`config.mk`:
```
export PLATFORM = sky130hd
export DESIGN_NAME = bbc_control
export DESIGN_NICKNAME = d
export VERILOG_FILES = /design/src/bbc_pkg.sv /design/src/bbc_control.sv
export SDC_FILE = /design/constraint.sdc
export NUM_CORES = 1
export LEC_CHECK = 0
export ABC_CLOCK_PERIOD_IN_PS = 2320
export BUFFER_PORTS_ARGS = -buffer_cell sky130_fd_sc_hd__buf_2
export CORE_AREA = 2 2 135 111
export CTS_BUF_LIST = sky130_fd_sc_hd__clkbuf_4
export CTS_CLUSTER_SIZE = 8
export DETAILED_ROUTE_END_ITERATION = 12
export DIE_AREA = 0 0 137 113
export PLACE_DENSITY = 0.71
export SLEW_MARGIN = 20
export SYNTH_ARGS = -nofsm -noshare
export SYNTH_HDL_FRONTEND = slang
export SYNTH_SLANG_ARGS = --single-unit
```
`constraint.sdc`:
```
create_clock -name MCLK -period 2.32 [get_ports MCLK]
set_input_delay 0.232 -clock MCLK [delete_from_list [all_inputs] [get_ports MCLK]]
set_output_delay 0.232 -clock MCLK [all_outputs]
set_load 0.02 [all_outputs]
```
`src/bbc_pkg.sv`:
```
package bbc_pkg;

  // ----------------------------------------------------------------
  // Target addressing
  // ----------------------------------------------------------------
  localparam logic [6:0] I2C_ADDR_STRAP_LO = 7'h75;
  localparam logic [6:0] I2C_ADDR_STRAP_HI = 7'h74;
  localparam logic [3:0] BYTE_BITS         = 4'h8;
  localparam logic [3:0] ACK_BIT           = 4'h9;

  // ----------------------------------------------------------------
  // Register map
  // ----------------------------------------------------------------
  localparam logic [7:0] REG_SETPT_A  = 8'h00;
  localparam logic [7:0] REG_SETPT_B  = 8'h01;
  localparam logic [7:0] REG_FB_SEL   = 8'h04;
  localparam logic [7:0] REG_OUT_CTL  = 8'h06;

  localparam logic [7:0] SETPT_A_RST  = 8'h00;
  localparam logic [7:0] SETPT_B_RST  = 8'h00;
  localparam logic [7:0] FB_SEL_RST   = 8'h00;
  localparam logic [7:0] OUT_CTL_RST  = 8'h00;
  localparam logic [7:0] RD_UNMAPPED  = 8'h00;

  localparam logic [7:0] SETPT_B_MASK = 8'h07;
  localparam logic [7:0] FB_SEL_MASK  = 8'h83;
  localparam logic [7:0] OUT_CTL_MASK = 8'hb0;

  localparam int OUT_OE_BIT           = 7;
  localparam int OUT_FORCED_DRAIN_BIT = 5;
  localparam int OUT_DRAIN_BIT        = 4;
  localparam int FB_SRC_BIT           = 7;
  localparam int FB_RATIO_LSB         = 0;
  localparam int SETPT_B_BITS         = 3;

  // ----------------------------------------------------------------
  // Reference and soft start
  // ----------------------------------------------------------------
  localparam int DAC_BITS      = 11;
  localparam int DAC_STEPS     = 2048;
  localparam int SS_TIME_US    = 3600;
  localparam int CLK_MHZ       = 250;
  localparam int SS_CYCLES_DEF = SS_TIME_US * CLK_MHZ;
  localparam logic [DAC_BITS-1:0] REF_ZERO = 11'h000;

  // ----------------------------------------------------------------
  // Synchroniser bit positions
  // ----------------------------------------------------------------
  localparam int SY_SCL    = 0;
  localparam int SY_SDA    = 1;
  localparam int SY_STRAP  = 2;
  localparam int SY_STBY   = 3;
  localparam int SY_ON     = 4;
  localparam int SY_OFF    = 5;
  localparam int SY_LOCK   = 6;
  localparam int SY_VOUT   = 7;
  localparam int SY_EXTSEL = 8;
  localparam int SY_SYNC   = 9;
  localparam int SY_DITH   = 10;
  localparam int SY_N      = 11;

  // ----------------------------------------------------------------
  // Types
  // ----------------------------------------------------------------
  typedef enum logic [1:0] {
    PW_SHUT   = 2'b00,
    PW_STBY   = 2'b01,
    PW_ACTIVE = 2'b11
  } bbc_pwr_t;

  typedef enum logic [2:0] {
    I2_IDLE  = 3'b000,
    I2_ADDR  = 3'b001,
    I2_INDEX = 3'b011,
    I2_WRITE = 3'b010,
    I2_READ  = 3'b110
  } bbc_i2c_t;

  typedef struct packed {
    logic       stb;
    logic [7:0] idx;
    logic [7:0] dat;
  } bbc_wr_t;

endpackage

```
`src/bbc_control.sv`:
```
`timescale 1ns/1ns
// Operation
// [RULE_01] Answer at target address 75h with strap low, 74h with strap high.
// [RULE_02] Enable between standby and on levels with input good: standby, sample strap.
// [RULE_03] Enable above on level: I2C access and switching are permitted.
// [RULE_04] Controller may configure registers before setting output enable.
// [RULE_05] Output enable rising ramps reference from zero to setpoint over 3.6ms.
// [RULE_06] Enable below off level: shutdown, all functions off, registers to defaults. USE_EXT_SUPPLY and DITHER_EN still follow their pins.
// [RULE_07] Enable high, output enable clear: no switching, I2C still served.
// [RULE_08] Output enable clear with drain bit set: drain until output below 0.8V.
// [RULE_09] Forced drain bit turns discharge on regardless of output enable.
// [RULE_10] Controller keeps forced drain on no longer than 10ms.
// [RULE_11] External supply pin low selects external 5V, high the internal regulator.
// [RULE_12] Dithering is off whenever an external sync clock is present.
// [RULE_13] Feedback source bit: 0 internal divider, 1 external divider.
// [RULE_14] Two-bit ratio field picks one of four internal feedback ratios.
// [RULE_15] Setpoint is 11 bits spread over registers 00h and 01h.
// [RULE_16] Input supply lockout keeps the device disabled regardless of enable.
// [RULE_17] 00h low eight bits, 01h top three; applied once both are written.
// [RULE_18] I2C byte transfers: address, index, data; reads by repeated start.
module bbc_control
  import bbc_pkg::*;
#(
  parameter int SS_CYCLES = SS_CYCLES_DEF
) (
  input  wire logic                MCLK,            // System clock
  input  wire logic                SYS_RST,         // Synchronous reset, active high
  input  wire logic                I2C_SCL,         // Bus clock pin
  input  wire logic                I2C_SDA_IN,      // Bus data pin level
  output logic                     I2C_SDA_OUT,     // Bus data drive value
  output logic                     I2C_SDA_OE_N,    // Low while pulling data low
  input  wire logic                ADDR_STRAP,      // Address strap pin
  input  wire logic                EN_ABOVE_STBY,   // Enable comparator above standby level
  input  wire logic                EN_ABOVE_ON,     // Enable comparator above on level
  input  wire logic                EN_BELOW_OFF,    // Enable comparator below off level
  input  wire logic                VIN_LOCKOUT,     // Input supply below lockout level
  input  wire logic                VOUT_ABOVE_DRAIN,// Output above drain stop level
  input  wire logic                EXT_SUPPLY_SEL,  // External supply select pin
  input  wire logic                SYNC_CLK_SEEN,   // External sync clock present
  input  wire logic                DITHER_CAP,      // Dither capacitor fitted
  output logic                     SWITCH_EN,       // Power stage switching allowed
  output logic [DAC_BITS-1:0]      REF_DAC,         // Reference setpoint to DAC
  output logic                     DRAIN_EN,        // Output discharge current on
  output logic                     USE_EXT_SUPPLY,  // Run from external 5V
  output logic                     DITHER_EN,       // Frequency dithering on
  output logic                     FB_EXTERNAL,     // External feedback divider
  output logic [1:0]               FB_RATIO,        // Internal feedback ratio
  output logic                     STANDBY          // Device in standby
);

  localparam int SS_TICK_RAW = SS_CYCLES / DAC_STEPS;
  localparam int SS_TICK     = (SS_TICK_RAW > 0) ? SS_TICK_RAW : 1;
  localparam int TICK_W      = $clog2(SS_TICK + 1);

  // ----------------------------------------------------------------
  // Input synchronisers
  // ----------------------------------------------------------------
  logic [SY_N-1:0] pins_in;
  logic [SY_N-1:0] sync1_ff;
  logic [SY_N-1:0] sync2_ff;

  assign pins_in = {DITHER_CAP, SYNC_CLK_SEEN, EXT_SUPPLY_SEL, VOUT_ABOVE_DRAIN, VIN_LOCKOUT,
                    EN_BELOW_OFF, EN_ABOVE_ON, EN_ABOVE_STBY, ADDR_STRAP, I2C_SDA_IN, I2C_SCL};

  for (genvar gi = 0; gi < SY_N; gi++) begin : g_sync
    always_ff @(posedge MCLK) begin
      // Bus pins start at their idle high level
      if (SYS_RST) begin
        sync1_ff[gi] <= (gi == SY_SCL) || (gi == SY_SDA);
        sync2_ff[gi] <= (gi == SY_SCL) || (gi == SY_SDA);
      end else begin
        sync1_ff[gi] <= pins_in[gi];
        sync2_ff[gi] <= sync1_ff[gi];
      end
    end
  end

  // ----------------------------------------------------------------
  // Power state
  // ----------------------------------------------------------------
  bbc_pwr_t   pwr_ff;
  bbc_pwr_t   nxt_pwr;
  logic [6:0] addr_ff;
  logic       active;
  logic       regs_clr;

  always_comb begin
    if (sync2_ff[SY_LOCK] || sync2_ff[SY_OFF]) begin
      nxt_pwr = PW_SHUT;                                       // see [RULE_06] see [RULE_16]
    end else if (sync2_ff[SY_ON]) begin
      nxt_pwr = PW_ACTIVE;                                     // see [RULE_03]
    end else if (sync2_ff[SY_STBY] || pwr_ff != PW_SHUT) begin
      nxt_pwr = PW_STBY;                                       // see [RULE_02]
    end else begin
      nxt_pwr = PW_SHUT;
    end
  end

  always_ff @(posedge MCLK) begin
    if (SYS_RST) begin
      pwr_ff <= PW_SHUT;
    end else begin
      pwr_ff <= nxt_pwr;
    end
  end

  // Strap caught on leaving shutdown
  always_ff @(posedge MCLK) begin
    if (SYS_RST) begin
      addr_ff <= I2C_ADDR_STRAP_LO;
    end else if (pwr_ff == PW_SHUT && nxt_pwr != PW_SHUT) begin
      addr_ff <= sync2_ff[SY_STRAP] ? I2C_ADDR_STRAP_HI : I2C_ADDR_STRAP_LO; // see [RULE_01] see [RULE_02]
    end
  end

  assign active   = (pwr_ff == PW_ACTIVE);
  assign regs_clr = SYS_RST || (pwr_ff == PW_SHUT);

  // ----------------------------------------------------------------
  // I2C target
  // ----------------------------------------------------------------
  bbc_i2c_t   i2c_ff;
  logic [3:0] bit_ff;
  logic [7:0] shift_ff;
  logic [7:0] index_ff;
  logic       ack_ff;
  logic       nack_ff;
  logic       scl_d_ff;
  logic       sda_d_ff;
  logic       sda_oe_n_ff;
  logic       scl;
  logic       sda;
  logic       start_ev;
  logic       stop_ev;
  logic       scl_rise;
  logic       scl_fall;
  logic       accept;
  logic       drive_low;
  bbc_wr_t    wr;
  logic [7:0] setpt_a_ff;
  logic [7:0] setpt_b_ff;
  logic [7:0] fb_sel_ff;
  logic [7:0] out_ctl_ff;

  assign scl      = sync2_ff[SY_SCL];
  assign sda      = sync2_ff[SY_SDA];
  assign start_ev = scl && scl_d_ff && sda_d_ff && !sda;
  assign stop_ev  = scl && scl_d_ff && !sda_d_ff && sda;
  assign scl_rise = scl && !scl_d_ff;
  assign scl_fall = !scl && scl_d_ff;
  assign accept   = (i2c_ff != I2_ADDR) || (shift_ff[7:1] == addr_ff); // see [RULE_01]

  function automatic logic [7:0] rd_data(input logic [7:0] idx);
    case (idx)
      REG_SETPT_A: rd_data = setpt_a_ff;
      REG_SETPT_B: rd_data = setpt_b_ff;
      REG_FB_SEL:  rd_data = fb_sel_ff;
      REG_OUT_CTL: rd_data = out_ctl_ff;
      default:     rd_data = RD_UNMAPPED;
    endcase
  endfunction

  always_ff @(posedge MCLK) begin
    if (SYS_RST) begin
      scl_d_ff <= 1'b1;
      sda_d_ff <= 1'b1;
    end else begin
      scl_d_ff <= scl;
      sda_d_ff <= sda;
    end
  end

  always_ff @(posedge MCLK) begin
    if (SYS_RST || !active) begin
      i2c_ff   <= I2_IDLE;                                      // see [RULE_03]
      bit_ff   <= 4'h0;
      shift_ff <= 8'h00;
      index_ff <= 8'h00;
      ack_ff   <= 1'b0;
      nack_ff  <= 1'b0;
    end else if (start_ev) begin
      i2c_ff <= I2_ADDR;                                        // see [RULE_18]
      bit_ff <= 4'h0;
      ack_ff <= 1'b0;
    end else if (stop_ev) begin
      i2c_ff <= I2_IDLE;
      ack_ff <= 1'b0;
    end else if (i2c_ff != I2_IDLE) begin
      if (scl_rise) begin
        bit_ff <= bit_ff + 4'h1;
        if (i2c_ff != I2_READ && bit_ff < BYTE_BITS) begin
          shift_ff <= {shift_ff[6:0], sda};
        end
        if (i2c_ff == I2_READ && bit_ff == BYTE_BITS) begin
          nack_ff <= sda;
        end
      end
      if (scl_fall) begin
        if (bit_ff == BYTE_BITS) begin
          if (i2c_ff != I2_READ) begin
            ack_ff <= accept;
          end
          unique case (i2c_ff)
            I2_ADDR:  if (!accept) i2c_ff <= I2_IDLE;
            I2_INDEX: index_ff <= shift_ff;                     // see [RULE_18]
            I2_WRITE: index_ff <= index_ff + 8'h01;
            I2_READ:  index_ff <= index_ff + 8'h01;
          endcase
        end else if (bit_ff == ACK_BIT) begin
          ack_ff <= 1'b0;
          bit_ff <= 4'h0;
          unique case (i2c_ff)
            I2_ADDR: begin
              if (shift_ff[0]) begin
                i2c_ff   <= I2_READ;                            // see [RULE_18]
                shift_ff <= rd_data(index_ff);
              end else begin
                i2c_ff <= I2_INDEX;
              end
            end
            I2_INDEX: i2c_ff <= I2_WRITE;
            I2_WRITE: i2c_ff <= I2_WRITE;
            I2_READ: begin
              if (nack_ff) begin
                i2c_ff <= I2_IDLE;
              end else begin
                shift_ff <= rd_data(index_ff);
              end
            end
          endcase
        end else if (i2c_ff == I2_READ && bit_ff != 4'h0) begin
          shift_ff <= {shift_ff[6:0], 1'b0};
        end
      end
    end
  end

  // Last read bit held until its clock falls, never into the acknowledge clock
  assign drive_low = active && (ack_ff || (i2c_ff == I2_READ && !shift_ff[7] &&
                     (bit_ff < BYTE_BITS || (bit_ff == BYTE_BITS && scl && scl_d_ff))));
  assign wr.stb    = active && scl_fall && bit_ff == BYTE_BITS && i2c_ff == I2_WRITE;
  assign wr.idx    = index_ff;
  assign wr.dat    = shift_ff;

  always_ff @(posedge MCLK) begin
    if (SYS_RST) begin
      sda_oe_n_ff <= 1'b1;
    end else begin
      sda_oe_n_ff <= !drive_low;                                // see [RULE_07]
    end
  end

  assign I2C_SDA_OUT  = 1'b0;
  assign I2C_SDA_OE_N = sda_oe_n_ff;

  // ----------------------------------------------------------------
  // Configuration registers
  // ----------------------------------------------------------------
  logic                wrote_a_ff;
  logic                wrote_b_ff;
  logic                apply;
  logic [DAC_BITS-1:0] setpoint_ff;

  // Writable only in the active state, including before output enable
  always_ff @(posedge MCLK) begin
    if (regs_clr) begin
      setpt_a_ff <= SETPT_A_RST;                                // see [RULE_06]
      setpt_b_ff <= SETPT_B_RST;
      fb_sel_ff  <= FB_SEL_RST;
      out_ctl_ff <= OUT_CTL_RST;
    end else if (wr.stb) begin
      case (wr.idx)                                             // see [RULE_04]
        REG_SETPT_A: setpt_a_ff <= wr.dat;
        REG_SETPT_B: setpt_b_ff <= wr.dat & SETPT_B_MASK;
        REG_FB_SEL:  fb_sel_ff  <= wr.dat & FB_SEL_MASK;
        REG_OUT_CTL: out_ctl_ff <= wr.dat & OUT_CTL_MASK;
        default: ;
      endcase
    end
  end

  assign apply = wrote_a_ff && wrote_b_ff;

  // Fresh write wins over the clearing apply
  always_ff @(posedge MCLK) begin
    if (regs_clr) begin
      wrote_a_ff  <= 1'b0;
      wrote_b_ff  <= 1'b0;
      setpoint_ff <= REF_ZERO;
    end else begin
      wrote_a_ff <= (wrote_a_ff && !apply) || (wr.stb && wr.idx == REG_SETPT_A); // see [RULE_17]
      wrote_b_ff <= (wrote_b_ff && !apply) || (wr.stb && wr.idx == REG_SETPT_B);
      if (apply) begin
        setpoint_ff <= {setpt_b_ff[SETPT_B_BITS-1:0], setpt_a_ff}; // see [RULE_15] see [RULE_17]
      end
    end
  end

  // ----------------------------------------------------------------
  // Soft start
  // ----------------------------------------------------------------
  logic                oe;
  logic [DAC_BITS-1:0] ramp_ff;
  logic [TICK_W-1:0]   tick_ff;
  logic                ss_done_ff;
  logic [DAC_BITS-1:0] ref_now;

  assign oe = out_ctl_ff[OUT_OE_BIT];

  always_ff @(posedge MCLK) begin
    if (regs_clr || !oe || !active) begin
      ramp_ff    <= REF_ZERO;                                   // see [RULE_05]
      tick_ff    <= '0;
      ss_done_ff <= 1'b0;
    end else if (!ss_done_ff) begin
      if (ramp_ff >= setpoint_ff) begin
        ss_done_ff <= 1'b1;
      end else if (tick_ff == TICK_W'(SS_TICK - 1)) begin
        tick_ff <= '0;
        ramp_ff <= ramp_ff + 11'h001;                           // see [RULE_05]
      end else begin
        tick_ff <= tick_ff + 1'b1;
      end
    end
  end

  assign ref_now = ss_done_ff ? setpoint_ff : ramp_ff;

  // ----------------------------------------------------------------
  // Converter controls
  // ----------------------------------------------------------------
  always_ff @(posedge MCLK) begin
    if (SYS_RST) begin
      SWITCH_EN      <= 1'b0;
      REF_DAC        <= REF_ZERO;
      DRAIN_EN       <= 1'b0;
      USE_EXT_SUPPLY <= 1'b0;
      DITHER_EN      <= 1'b0;
      FB_EXTERNAL    <= 1'b0;
      FB_RATIO       <= 2'b00;
      STANDBY        <= 1'b0;
    end else begin
      SWITCH_EN      <= active && oe;                           // see [RULE_07] see [RULE_16]
      REF_DAC        <= (active && oe) ? ref_now : REF_ZERO;
      DRAIN_EN       <= active && ((!oe && out_ctl_ff[OUT_DRAIN_BIT] && sync2_ff[SY_VOUT]) || // see [RULE_08]
                                   out_ctl_ff[OUT_FORCED_DRAIN_BIT]);                      // see [RULE_09]
      USE_EXT_SUPPLY <= !sync2_ff[SY_EXTSEL];                   // see [RULE_11]
      DITHER_EN      <= sync2_ff[SY_DITH] && !sync2_ff[SY_SYNC]; // see [RULE_12]
      FB_EXTERNAL    <= fb_sel_ff[FB_SRC_BIT];                  // see [RULE_13]
      FB_RATIO       <= fb_sel_ff[FB_RATIO_LSB +: 2];           // see [RULE_14]
      STANDBY        <= (pwr_ff == PW_STBY);                    // see [RULE_02]
    end
  end
endmodule

```
==> Word level (Yosys, flattened, before mapping) <==
Index checks and enable logic that the tools add are counted.
{ "totals": {"regBits": 129, "latchBits": 0, "ramBits": 0, "romBits": 0, "in_bits": 13, "output_inout_bits": 21, "word_cells": 203, "n_memories": 0} }
{ "op_classes": {"add_sub_neg": 4, "mul": 0, "div_mod_pow": 0, "n_lt_le_gt_ge": 2, "n_eq_ne": 22, "n_shift": 0, "muxes": 37, "bitwise": 5, "n_reduce_logical": 81} }
{ "op_table": {"columns": ["operator", "count"], "rows": [
  ["8-bit two-way mux", 8],
  ["8-bit one-hot mux with 2 select lines", 2],
  ["8-bit one-hot mux with 4 select lines", 1],
  ["1-bit logical AND", 29],
  ["3-bit two-way mux", 6],
  ["6-bit AND reduction", 3],
  ["8-bit by 3-bit equality test with 1-bit output, second input constant", 2],
  ["4-bit two-way mux", 4],
  ["1-bit logical OR", 12],
  ["2-bit AND reduction", 6],
  ["11-bit by 1-bit adder with 11-bit output, second input constant", 1],
  ["11-bit >= comparator", 1],
  ["1-bit zero test", 11],
  ["1-bit two-way mux", 11],
  ["11-bit two-way mux", 1],
  ["9-bit by 1-bit adder with 9-bit output, second input constant", 1],
  ["9-bit equality test, second input constant", 1],
  ["9-bit two-way mux", 1],
  ["3-bit one-hot mux with 3 select lines", 1],
  ["3-bit nonzero test", 3],
  ["8-bit by 1-bit adder with 8-bit output, second input constant", 1],
  ["4-bit equality test, second input constant", 2],
  ["8-bit by 1-bit equality test with 1-bit output, second input constant", 1],
  ["8-bit zero test", 1],
  ["26 further kinds", 41]
]} }

==> Depth between registers and ports, before layout <==
Gate-level depths: netlist of the first run.
{ "depth": {"word_depth": 9, "ltp_mapped": 9} }

==> Worst setup path before layout of the first run <==
No wires, ideal clock.
{ "synth_path": {"path_kind": "reg-to-reg", "start": "register setpoint_ff[2]", "end": "register ramp_ff[0]", "arrival_ns": 2.040, "required_ns": 2.248, "slack_ns": 0.208, "path_stages_with_launch": 8, "n_path_buf": 0, "cell_sequence": "dfxtp_1 -> inv_1 -> ha_1 -> a21o_1 -> a21o_1 -> a221o_2 -> a2111oi_4 -> mux2i_1"} }
{ "synth_between": {"elab_chain_cells": 3} }
{ "synth_rtl": {"columns": ["item", "line_no", "source"], "rows": [
  ["start: declaration", "bbc_control.sv:262", "logic [DAC_BITS-1:0] setpoint_ff;"],
  ["start signal: assignment", "bbc_control.sv:294", "setpoint_ff <= {setpt_b_ff[SETPT_B_BITS-1:0], setpt_a_ff};"],
  ["11-bit >= comparator", "bbc_control.sv:316", "if (ramp_ff >= setpoint_ff) begin"],
  ["1-bit NOT (no source line)", null, null],
  ["3-bit AND reduction (no source line)", null, null],
  ["end signal: assignment", "bbc_control.sv:320", "ramp_ff <= ramp_ff + 11'h001;"],
  ["end: declaration", "bbc_control.sv:303", "logic [DAC_BITS-1:0] ramp_ff;"]
]} }
No other way between the ends.
A chain may end at the register's enable or synchronous reset.

==> Worst setup path in the final report of the first run <==
{ "layout_path": {"start": "register setpoint_ff[2]", "end": "register ramp_ff[8]"} }
The elaborated chain is that of the path after synthesis.

==> results of run 1 <==
-- cells in the mapped netlist (all sizes together), types with 8 or more instances --
| master | instances |
|---|---|
| o211ai | 20 |
| nand4 | 13 |
| ha | 21 |
| nor3 | 9 |
| a211oi | 14 |
| nand2b | 8 |
| nor2b | 27 |
| inv | 24 |
| a21oi | 27 |
| or3 | 18 |
| o21ai | 28 |
| nand2 | 65 |
| mux2i | 52 |
| dfxtp | 123 |
| clkbuf | 28 |
| nor2 | 54 |
| nand3 | 28 |
| or2 | 8 |
| buf | 18 |
-- cells by family after synthesis --
group | count (synthesis) | synth area share
mux | 52 | 0.0859
xor+xnor | 5 | 0.00706
flops | 123 | 0.397
simple gates | 273 | 0.237
fa+ha+maj | 21 | 0.0424
compound gates | 148 | 0.182
buf+inv | 71 | 0.0480
other cells | 1 | 0.000605
-- worst max-delay path by stage --
stage	from	to	slack, ns	cells after the start
final	setpoint_ff[2]	ramp_ff[8]	0.07	7
after global routing	setpoint_ff[2]	ramp_ff[6]	-0.01	7
after CTS	setpoint_ff[10]	ramp_ff[7]	0.02	7
after detailed placement	setpoint_ff[2]	tick_ff[5]	0.04	8
after global placement	setpoint_ff[2]	tick_ff[5]	0.10	8
after floorplan	setpoint_ff[2]	ramp_ff[0]	0.21	7
-- what timing repair did --
action,CTS,global route
gates resized for setup,0,14
hold buffers,12,0
pin swaps,1,1
buffers inserted,0,6
cloned,0,2
endpoints found under the setup margin,1,14
endpoints found under the hold margin,13,0
-- state kept, by name (all words and copies together) (netlist names), 2 cells and up --
signal,count
index_ff,8
FB_RATIO,2
sync1_ff,11
tick_ff,9
setpt_a_ff,8
pwr_ff,2
sync2_ff,9
setpoint_ff,11
setpt_b_ff,3
i2c_ff,3
fb_sel_ff,3
out_ctl_ff,3
shift_ff,8
ramp_ff,11
bit_ff,4
REF_DAC,11
-- cells in the final DEF, fill, tap and decap left out, types with 5 or more instances in the layout --
cell type and instances:
or3_1 18, o211ai_1 20, and3_1 5, nor2_1 54
buf_2 32, dlygate4sd3_1 12, nand2b_1 8, nand3b_1 5
a21o_1 7, clkbuf_4 18, buf_4 38, mux2i_1 51
nand4b_1 7, a211oi_1 8, ha_1 21, o2111ai_1 6
a211oi_2 5, a21oi_1 25, a22oi_1 6, nand3_1 28
and3b_1 5, dfxtp_1 117, a2111oi_2 5, nand4_1 13
o21ai_0 23, or2_2 7, dfxtp_2 6, nand2_1 65
inv_1 24, nor2b_1 27, nor3_1 6
-- power by group through the flow --
stage | Combinational [W] | Clock (W) | Sequential (W)
floorplan | 0.0000623 | 0 | 0.00219
global placement | 0.0000865 | 0 | 0.00220
detailed placement | 0.0000887 | 0 | 0.00220
CTS | 0.000104 | 0.00161 | 0.00215
global route | 0.000115 | 0.00170 | 0.00215
finish | 0.000104 | 0.00158 | 0.00215
-- worst max-delay path, delay by kind of cell (launching register included) --
kind | cells | cell delay (ns)
AO/OA/AOI/OAI | 4 | 1.24
flip-flops | 1 | 0.35
adder cells (fa/ha/maj) | 1 | 0.32
buffers and inverters | 1 | 0.04
multiplexers | 1 | 0.24
-- final cells by class --
cell class                      count  area, sq um  share of cell area
Clock buffer                       18          135              0.0189
Clock inverter                     14          161              0.0226
Inverter                           25         93.8              0.0131
Multi-Input combinational cell    502         3500               0.489
Sequential cell                   123         2470               0.345
Tap cell                          184          230              0.0322
Timing Repair Buffer               82          566              0.0791
-- metal layers --
metal	global-route usage	wire, um
met2	0.301	6970
met4	0.0722	370
met5	0	0
met3	0.0578	1460
met1	0.302	7480
-- stage by stage --
stage	area (sq um)	TNS (ns)	worst slack (ns)	util	power [W]
2_1_floorplan	6200	0	0.208	-	0.00226
3_3_place_gp	6630	0	0.101	0.472	0.00228
3_5_place_dp	6630	0	0.0353	0.472	0.00229
4_1_cts	7050	0	0.0174	0.502	0.00386
5_1_grt	7150	-0.0664	-0.0148	0.509	0.00397
6_report	7150	0	0.0698	0.509	0.00384
==> key figures, run 1 <==
Run status
  – Status: completed

Logic synthesis
  – Syn Inst Count: approximately 690
  – Synthesized cell area: approximately 6200 sq um
  – Register area share after synthesis: 0.397
  – Synth area leaders: dfxtp_1, mux2i_1, ha_1, nand2_1, nor2_1
  – Post-synth top area share: 0.397
  – Avg Synthesized Cell Area: between 8 and 9 sq um
  – Syn_nets: 728
  – Number of flops mapped to enable cells by yosys: 0
  – Synthesized flop and latch total: roughly 120
  – Yosys cell types: between 70 and 80
  – Yosys warning total: 0
  – Post-synth ARST share: 0
  – Post-synth top area cell: dfxtp_1
  – Ys flop type: dfxtp_1

Detailed routing
  – Via/cell ratio: about 5.9
  – Routed wire length: around 16 mm
  – Post-route ant nets: 0
  – Drt wl/cell: approximately 17 um
  – First drt pass iteration count: 7
  – 1st-iter DRT viols: approximately 630
  – Remaining DRCs: 0
  – Via count: 5624

CTS
  – Clock Tree Root: clkbuf_4
  – Clk_lat worst skew: around 0.56 ns
  – Buffers from clock root to sink, at most: 2
  – # clock sinks: approximately 120
  – Total CTS buffers: 17
  – Clock slew at reported path FFs: 0.12 ns
  – CTS tree: built
  – Htree depth: 4

Pwr
  – Leak: 2.59 nW
  – Comb pwr share: 0.027
  – Reg power frac: 0.561
  – Clock power frac: 0.412
  – P per Cell Area: 536 nW/um^2
  – Maximum VDD drop: roughly 0.00043 V
  – Pint: 0.00286 W
  – Sw Pwr: between 0.0009 and 0.001 W
  – Switching part of the total: 0.254

Global route
  – Overflow after GRT: 0
  – Largest net degree at the start of global routing: 33
  – All-layer global routing usage: 0.210
  – Initial antenna violation count: 0
  – First-pass GRT wire length: 25.8 mm
  – Vias in the first global route: 5123

Floorplan
  – Die height: 113 um
  – Num ports: 34
  – Row cnt: 39
  – Core area: 14100 sq um
  – Starting Density: 0.441
  – Die span in x: between 100 and 150 um
  – Die area: around 15000 sq um

Placement
  – Routability cong.: 0.915
  – Dpl hpwl: 11.2 mm
  – Input/output buffers: 32
  – Placed insts: 896

Critical path
  – Slowest Stage Delay on Critical Path: approximately 0.47 ns
  – CP max-delay cell: a221o_4
  – Worst R2R Start: setpoint_ff[2]
  – Reg2Reg Setup Slack: 0.07 ns
  – Most frequent CP cell: a21o_1
  – Crit path capture type: flop
  – FF-to-FF path depth: 7
  – Critical path cell sequence: inv_1, ha_1, a21o_1, a21o_1, a221o_4, a2111oi_2, mux2i_1
  – Reg2reg end: ramp_ff[8]
  – Req. time, crit path: roughly 2.8 ns
  – CP Max Fanout: 6
  – Type of origin of the critical path: flop
  – WS Path Type: flop to flop
  – Critical path data arrival time: around 2.7 ns

Min path
  – Hold Crit Class: input port to flop
  – Min-Delay Path Depth: 3
  – HP Start: I2C_SDA_IN
  – Hold worst-path end: sync1_ff[1]

Layout
  – Share of post-route cells with drive strength above 1: 0.194
  – Layout fillers: between 1000 and 1500
  – Final Net Count: 785
  – Fin cells: 948
  – N_diodes: 0
  – Layout overhead on the synthesized area: 15.3%

Timing
  – FMAX: approximately 0.44 GHz
  – Fin crit period: around 2.3 ns
  – Clock skew: between 0.02 and 0.025 ns
  – Final period utilization: 0.970
  – Final Setup Violations: 0
  – Final hold violation count: 0
  – Relative slew slack: 0.471
  – Count of final max-slew check failures: 0
  – Worst Hold Slack: 0.393 ns
  – Worst slew pin tran: approximately 0.79 ns

Flow run
  – Max Cap Viol: 0
No activity file was read; power rests on OpenSTA's default activity.
==> inputs of run 2 (changes only) <==
--- a/config.mk
+++ b/config.mk
@@ -7,13 +7,13 @@
 export LEC_CHECK = 0
 export ABC_CLOCK_PERIOD_IN_PS = 2320
 export BUFFER_PORTS_ARGS = -buffer_cell sky130_fd_sc_hd__buf_2
-export CORE_AREA = 2 2 135 111
+export CORE_AREA = 2 2 121 123
 export CTS_BUF_LIST = sky130_fd_sc_hd__clkbuf_4
 export CTS_CLUSTER_SIZE = 8
 export DETAILED_ROUTE_END_ITERATION = 12
-export DIE_AREA = 0 0 137 113
+export DIE_AREA = 0 0 123 125
 export PLACE_DENSITY = 0.71
-export SLEW_MARGIN = 20
+export SLEW_MARGIN = 30
 export SYNTH_ARGS = -nofsm -noshare
 export SYNTH_HDL_FRONTEND = slang
 export SYNTH_SLANG_ARGS = --single-unit
==> key figures, run 2 (same netlist as run 1, synthesis figures left out) <==
Layout
  – Commonest cells after routing, fill and taps aside: dfxtp_1, nand2_1, nor2_1 (unchanged)
  – Area of the multi-input gates: 3500 sq um (about the same)
  – Layout overhead on the synthesized area: 16.5% (was 15.3%)
  – Final Net Count: 793 (was 785)
  – Register area: 2460 sq um (was 2470 sq um)
  – N_diodes: 0 (unchanged)
  – Leading cell type in the layout, fill and taps excluded: dfxtp_1 (unchanged)
  – Share of post-route cells with drive strength above 1: 0.192 (was 0.194)
  – Layout fillers: 1299 (was 1296)

Placement
  – Dpl hpwl: 10.7 mm (was 11.2 mm)
  – Routability cong.: 0.949 (was 0.915)
  – Input/output buffers: 32 (unchanged)
  – Worst slack, placed: -0.0301 ns (was 0.0353 ns)

Detailed routing
  – 1st-iter DRT viols: 614 (was 631)
  – Via count: 5564 (was 5624)
  – Remaining DRCs: 0 (unchanged)
  – Routed wire length: 15.6 mm (was 16.3 mm)
  – Post-route ant nets: 0 (unchanged)
  – Drt wl/cell: 16.3 um (was 17.2 um)
  – Via/cell ratio: 5.83 (was 5.93)
  – First drt pass iteration count: 6 (was 7)

Critical path
  – Req. time, crit path: 2.81 ns (was 2.80 ns)
  – WS Path Type: flop to flop (unchanged)
  – Critical path data arrival time: 2.78 ns (was 2.73 ns)
  – CP max-delay cell: a2111oi_2 (was a221o_4)
  – Slowest Stage Delay on Critical Path: 0.47 ns (about the same)
  – CP Max Fanout: 15 (was 6)
  – Type of origin of the critical path: flop (unchanged)
  – Crit path capture type: flop (unchanged)
  – CP bufs+invs: 1 (unchanged)
  – CP delay by family, top: compound AO/OA/AOI/OAI gates (unchanged)
  – Critical path cell sequence: inv_1, ha_1, a21o_1, a211oi_4, o21ai_4, a2111oi_2, mux2i_1 (was inv_1, ha_1, a21o_1, a21o_1, a221o_4, a2111oi_2, mux2i_1)

Pwr
  – P per Cell Area: 546 nW/um^2 (was 536 nW/um^2)
  – Leak: 2.64 nW (was 2.59 nW)
  – Maximum VDD drop: 0.000461 V (was 0.000430 V)

Timing
  – Relative slew slack: 0.498 (was 0.471)
  – Fin crit period: 2.29 ns (was 2.25 ns)
  – Worst Hold Slack: 0.178 ns (was 0.393 ns)
  – Final hold violation count: 0 (unchanged)
  – Count of final max-slew check failures: 0 (unchanged)
  – Final Setup Violations: 0 (unchanged)
  – Final period utilization: 0.986 (was 0.970)
  – RSZ-0062 raised after global routing: yes
  – Worst slew pin tran: 0.748 ns (was 0.789 ns)
  – Final worst setup slack: 0.0315 ns (was 0.0698 ns)
  – Setup_tns: 0 ns (unchanged)
  – FMAX: 0.437 GHz (was 0.444 GHz)
  – Clock skew: 0.0239 ns (was 0.0209 ns)

Floorplan
  – Num ports: 34 (unchanged)
  – Row cnt: 44 (was 39)
  – Die span in x: 123 um (was 137 um)
  – Core area: 14200 sq um (was 14100 sq um)
  – Starting Density: 0.437 (was 0.441)
  – Die area: 15400 sq um (was 15500 sq um)
  – Die height: 125 um (was 113 um)

CTS
  – CTS tree: built (unchanged)
  – Clock slew at reported path FFs: 0.11 ns (was 0.12 ns)
  – Htree depth: 4 (unchanged)
  – Clk_lat worst skew: 0.57 ns (was 0.56 ns)
  – Clock Tree Root: clkbuf_4 (unchanged)
  – Buffers from clock root to sink, at most: 2 (unchanged)
  – Total CTS buffers: 17 (unchanged)
  – # clock sinks: 123 (unchanged)

Global route
  – First-pass GRT wire length: 25.4 mm (was 25.8 mm)
  – Initial antenna violation count: 0 (unchanged)
  – Overflow after GRT: 0 (unchanged)
  – Vias in the first global route: 5326 (was 5123)
  – All-layer global routing usage: 0.206 (was 0.210)
  – Largest net degree at the start of global routing: 35 (was 33)

Min path
  – Hold Crit Class: input port to flop (unchanged)

Flow run
  – Max Cap Viol: 0 (unchanged)

Run status
  – Status: completed (unchanged)
run 2: cell types whose count changed in the layout (fill, tap and decap cells not counted), sizes merged, moves of 2 or more:
| cell | change |
|---|---|
| inv | -5 |
| bufinv | +2 |
| buf | +10 |
| clkbuf | +4 |
run 2: metrics by stage:
step / instance area [sq um] / util / instances / power, W
3_3_place_gp: 6690 / 0.471 / 903 / 0.00228
5_1_grt: 7230 / 0.509 / 955 / 0.00409
4_1_cts: 7120 / 0.501 / 945 / 0.00397
6_report: 7230 / 0.509 / 955 / 0.00394
2_1_floorplan: 6200 / - / 694 / 0.00226
3_5_place_dp: 6690 / 0.471 / 903 / 0.00229
run 2: what timing repair did:
action | CTS | global route
setup buffers | 0 | 9
cloned | 0 | 1
setup endpoints to repair | 7 | 9
endpoints found under the hold margin | 11 | 0
gates resized for setup | 1 | 6
pin swaps | 0 | 2
hold buffers | 11 | 0
run 2: routing by layer:
metal / wire (um) / up-vias / share of wire / global-route usage
li1: - / 2653 / - / -
met1: 6720 / 2617 / 0.43 / 0.250
met2: 7290 / 236 / 0.47 / 0.332
met3: 955 / 58 / 0.061 / 0.0607
met4: 594 / 0 / 0.038 / 0.0989
met5: 0 / - / 0 / 0
run 2: worst paths after layout:
path                  start        endpoint  slack (ns)  cells after the start
max          setpoint_ff[6]      ramp_ff[8]        0.03                      7
min                 SYS_RST     FB_RATIO[1]        0.18                      3
max reg2reg  setpoint_ff[6]      ramp_ff[8]        0.03                      7
min reg2reg     sync2_ff[8]  USE_EXT_SUPPLY        0.39                      1
run 2: cell type report:
| class | instances | area share |
|---|---|---|
| multi-input combinational | 501 | 0.484 |
| timing repair buffer | 91 | 0.0873 |
| clock buffer | 22 | 0.0229 |
| sequential | 123 | 0.341 |
| clock inverter | 9 | 0.0203 |
| inverter | 25 | 0.0130 |
| tap | 184 | 0.0319 |
run 2: where the power goes:
group	leakage, nW	switching, W	internal [W]
Clock	0.171	0.000792	0.000900
Sequential	0.997	0.0000139	0.00213
Combinational	1.47	0.0000516	0.0000516
run 2: worst min-delay path: stages:
cell     delay [ns]
buf_2          0.12
buf_4          0.23
nor2b_1        0.13
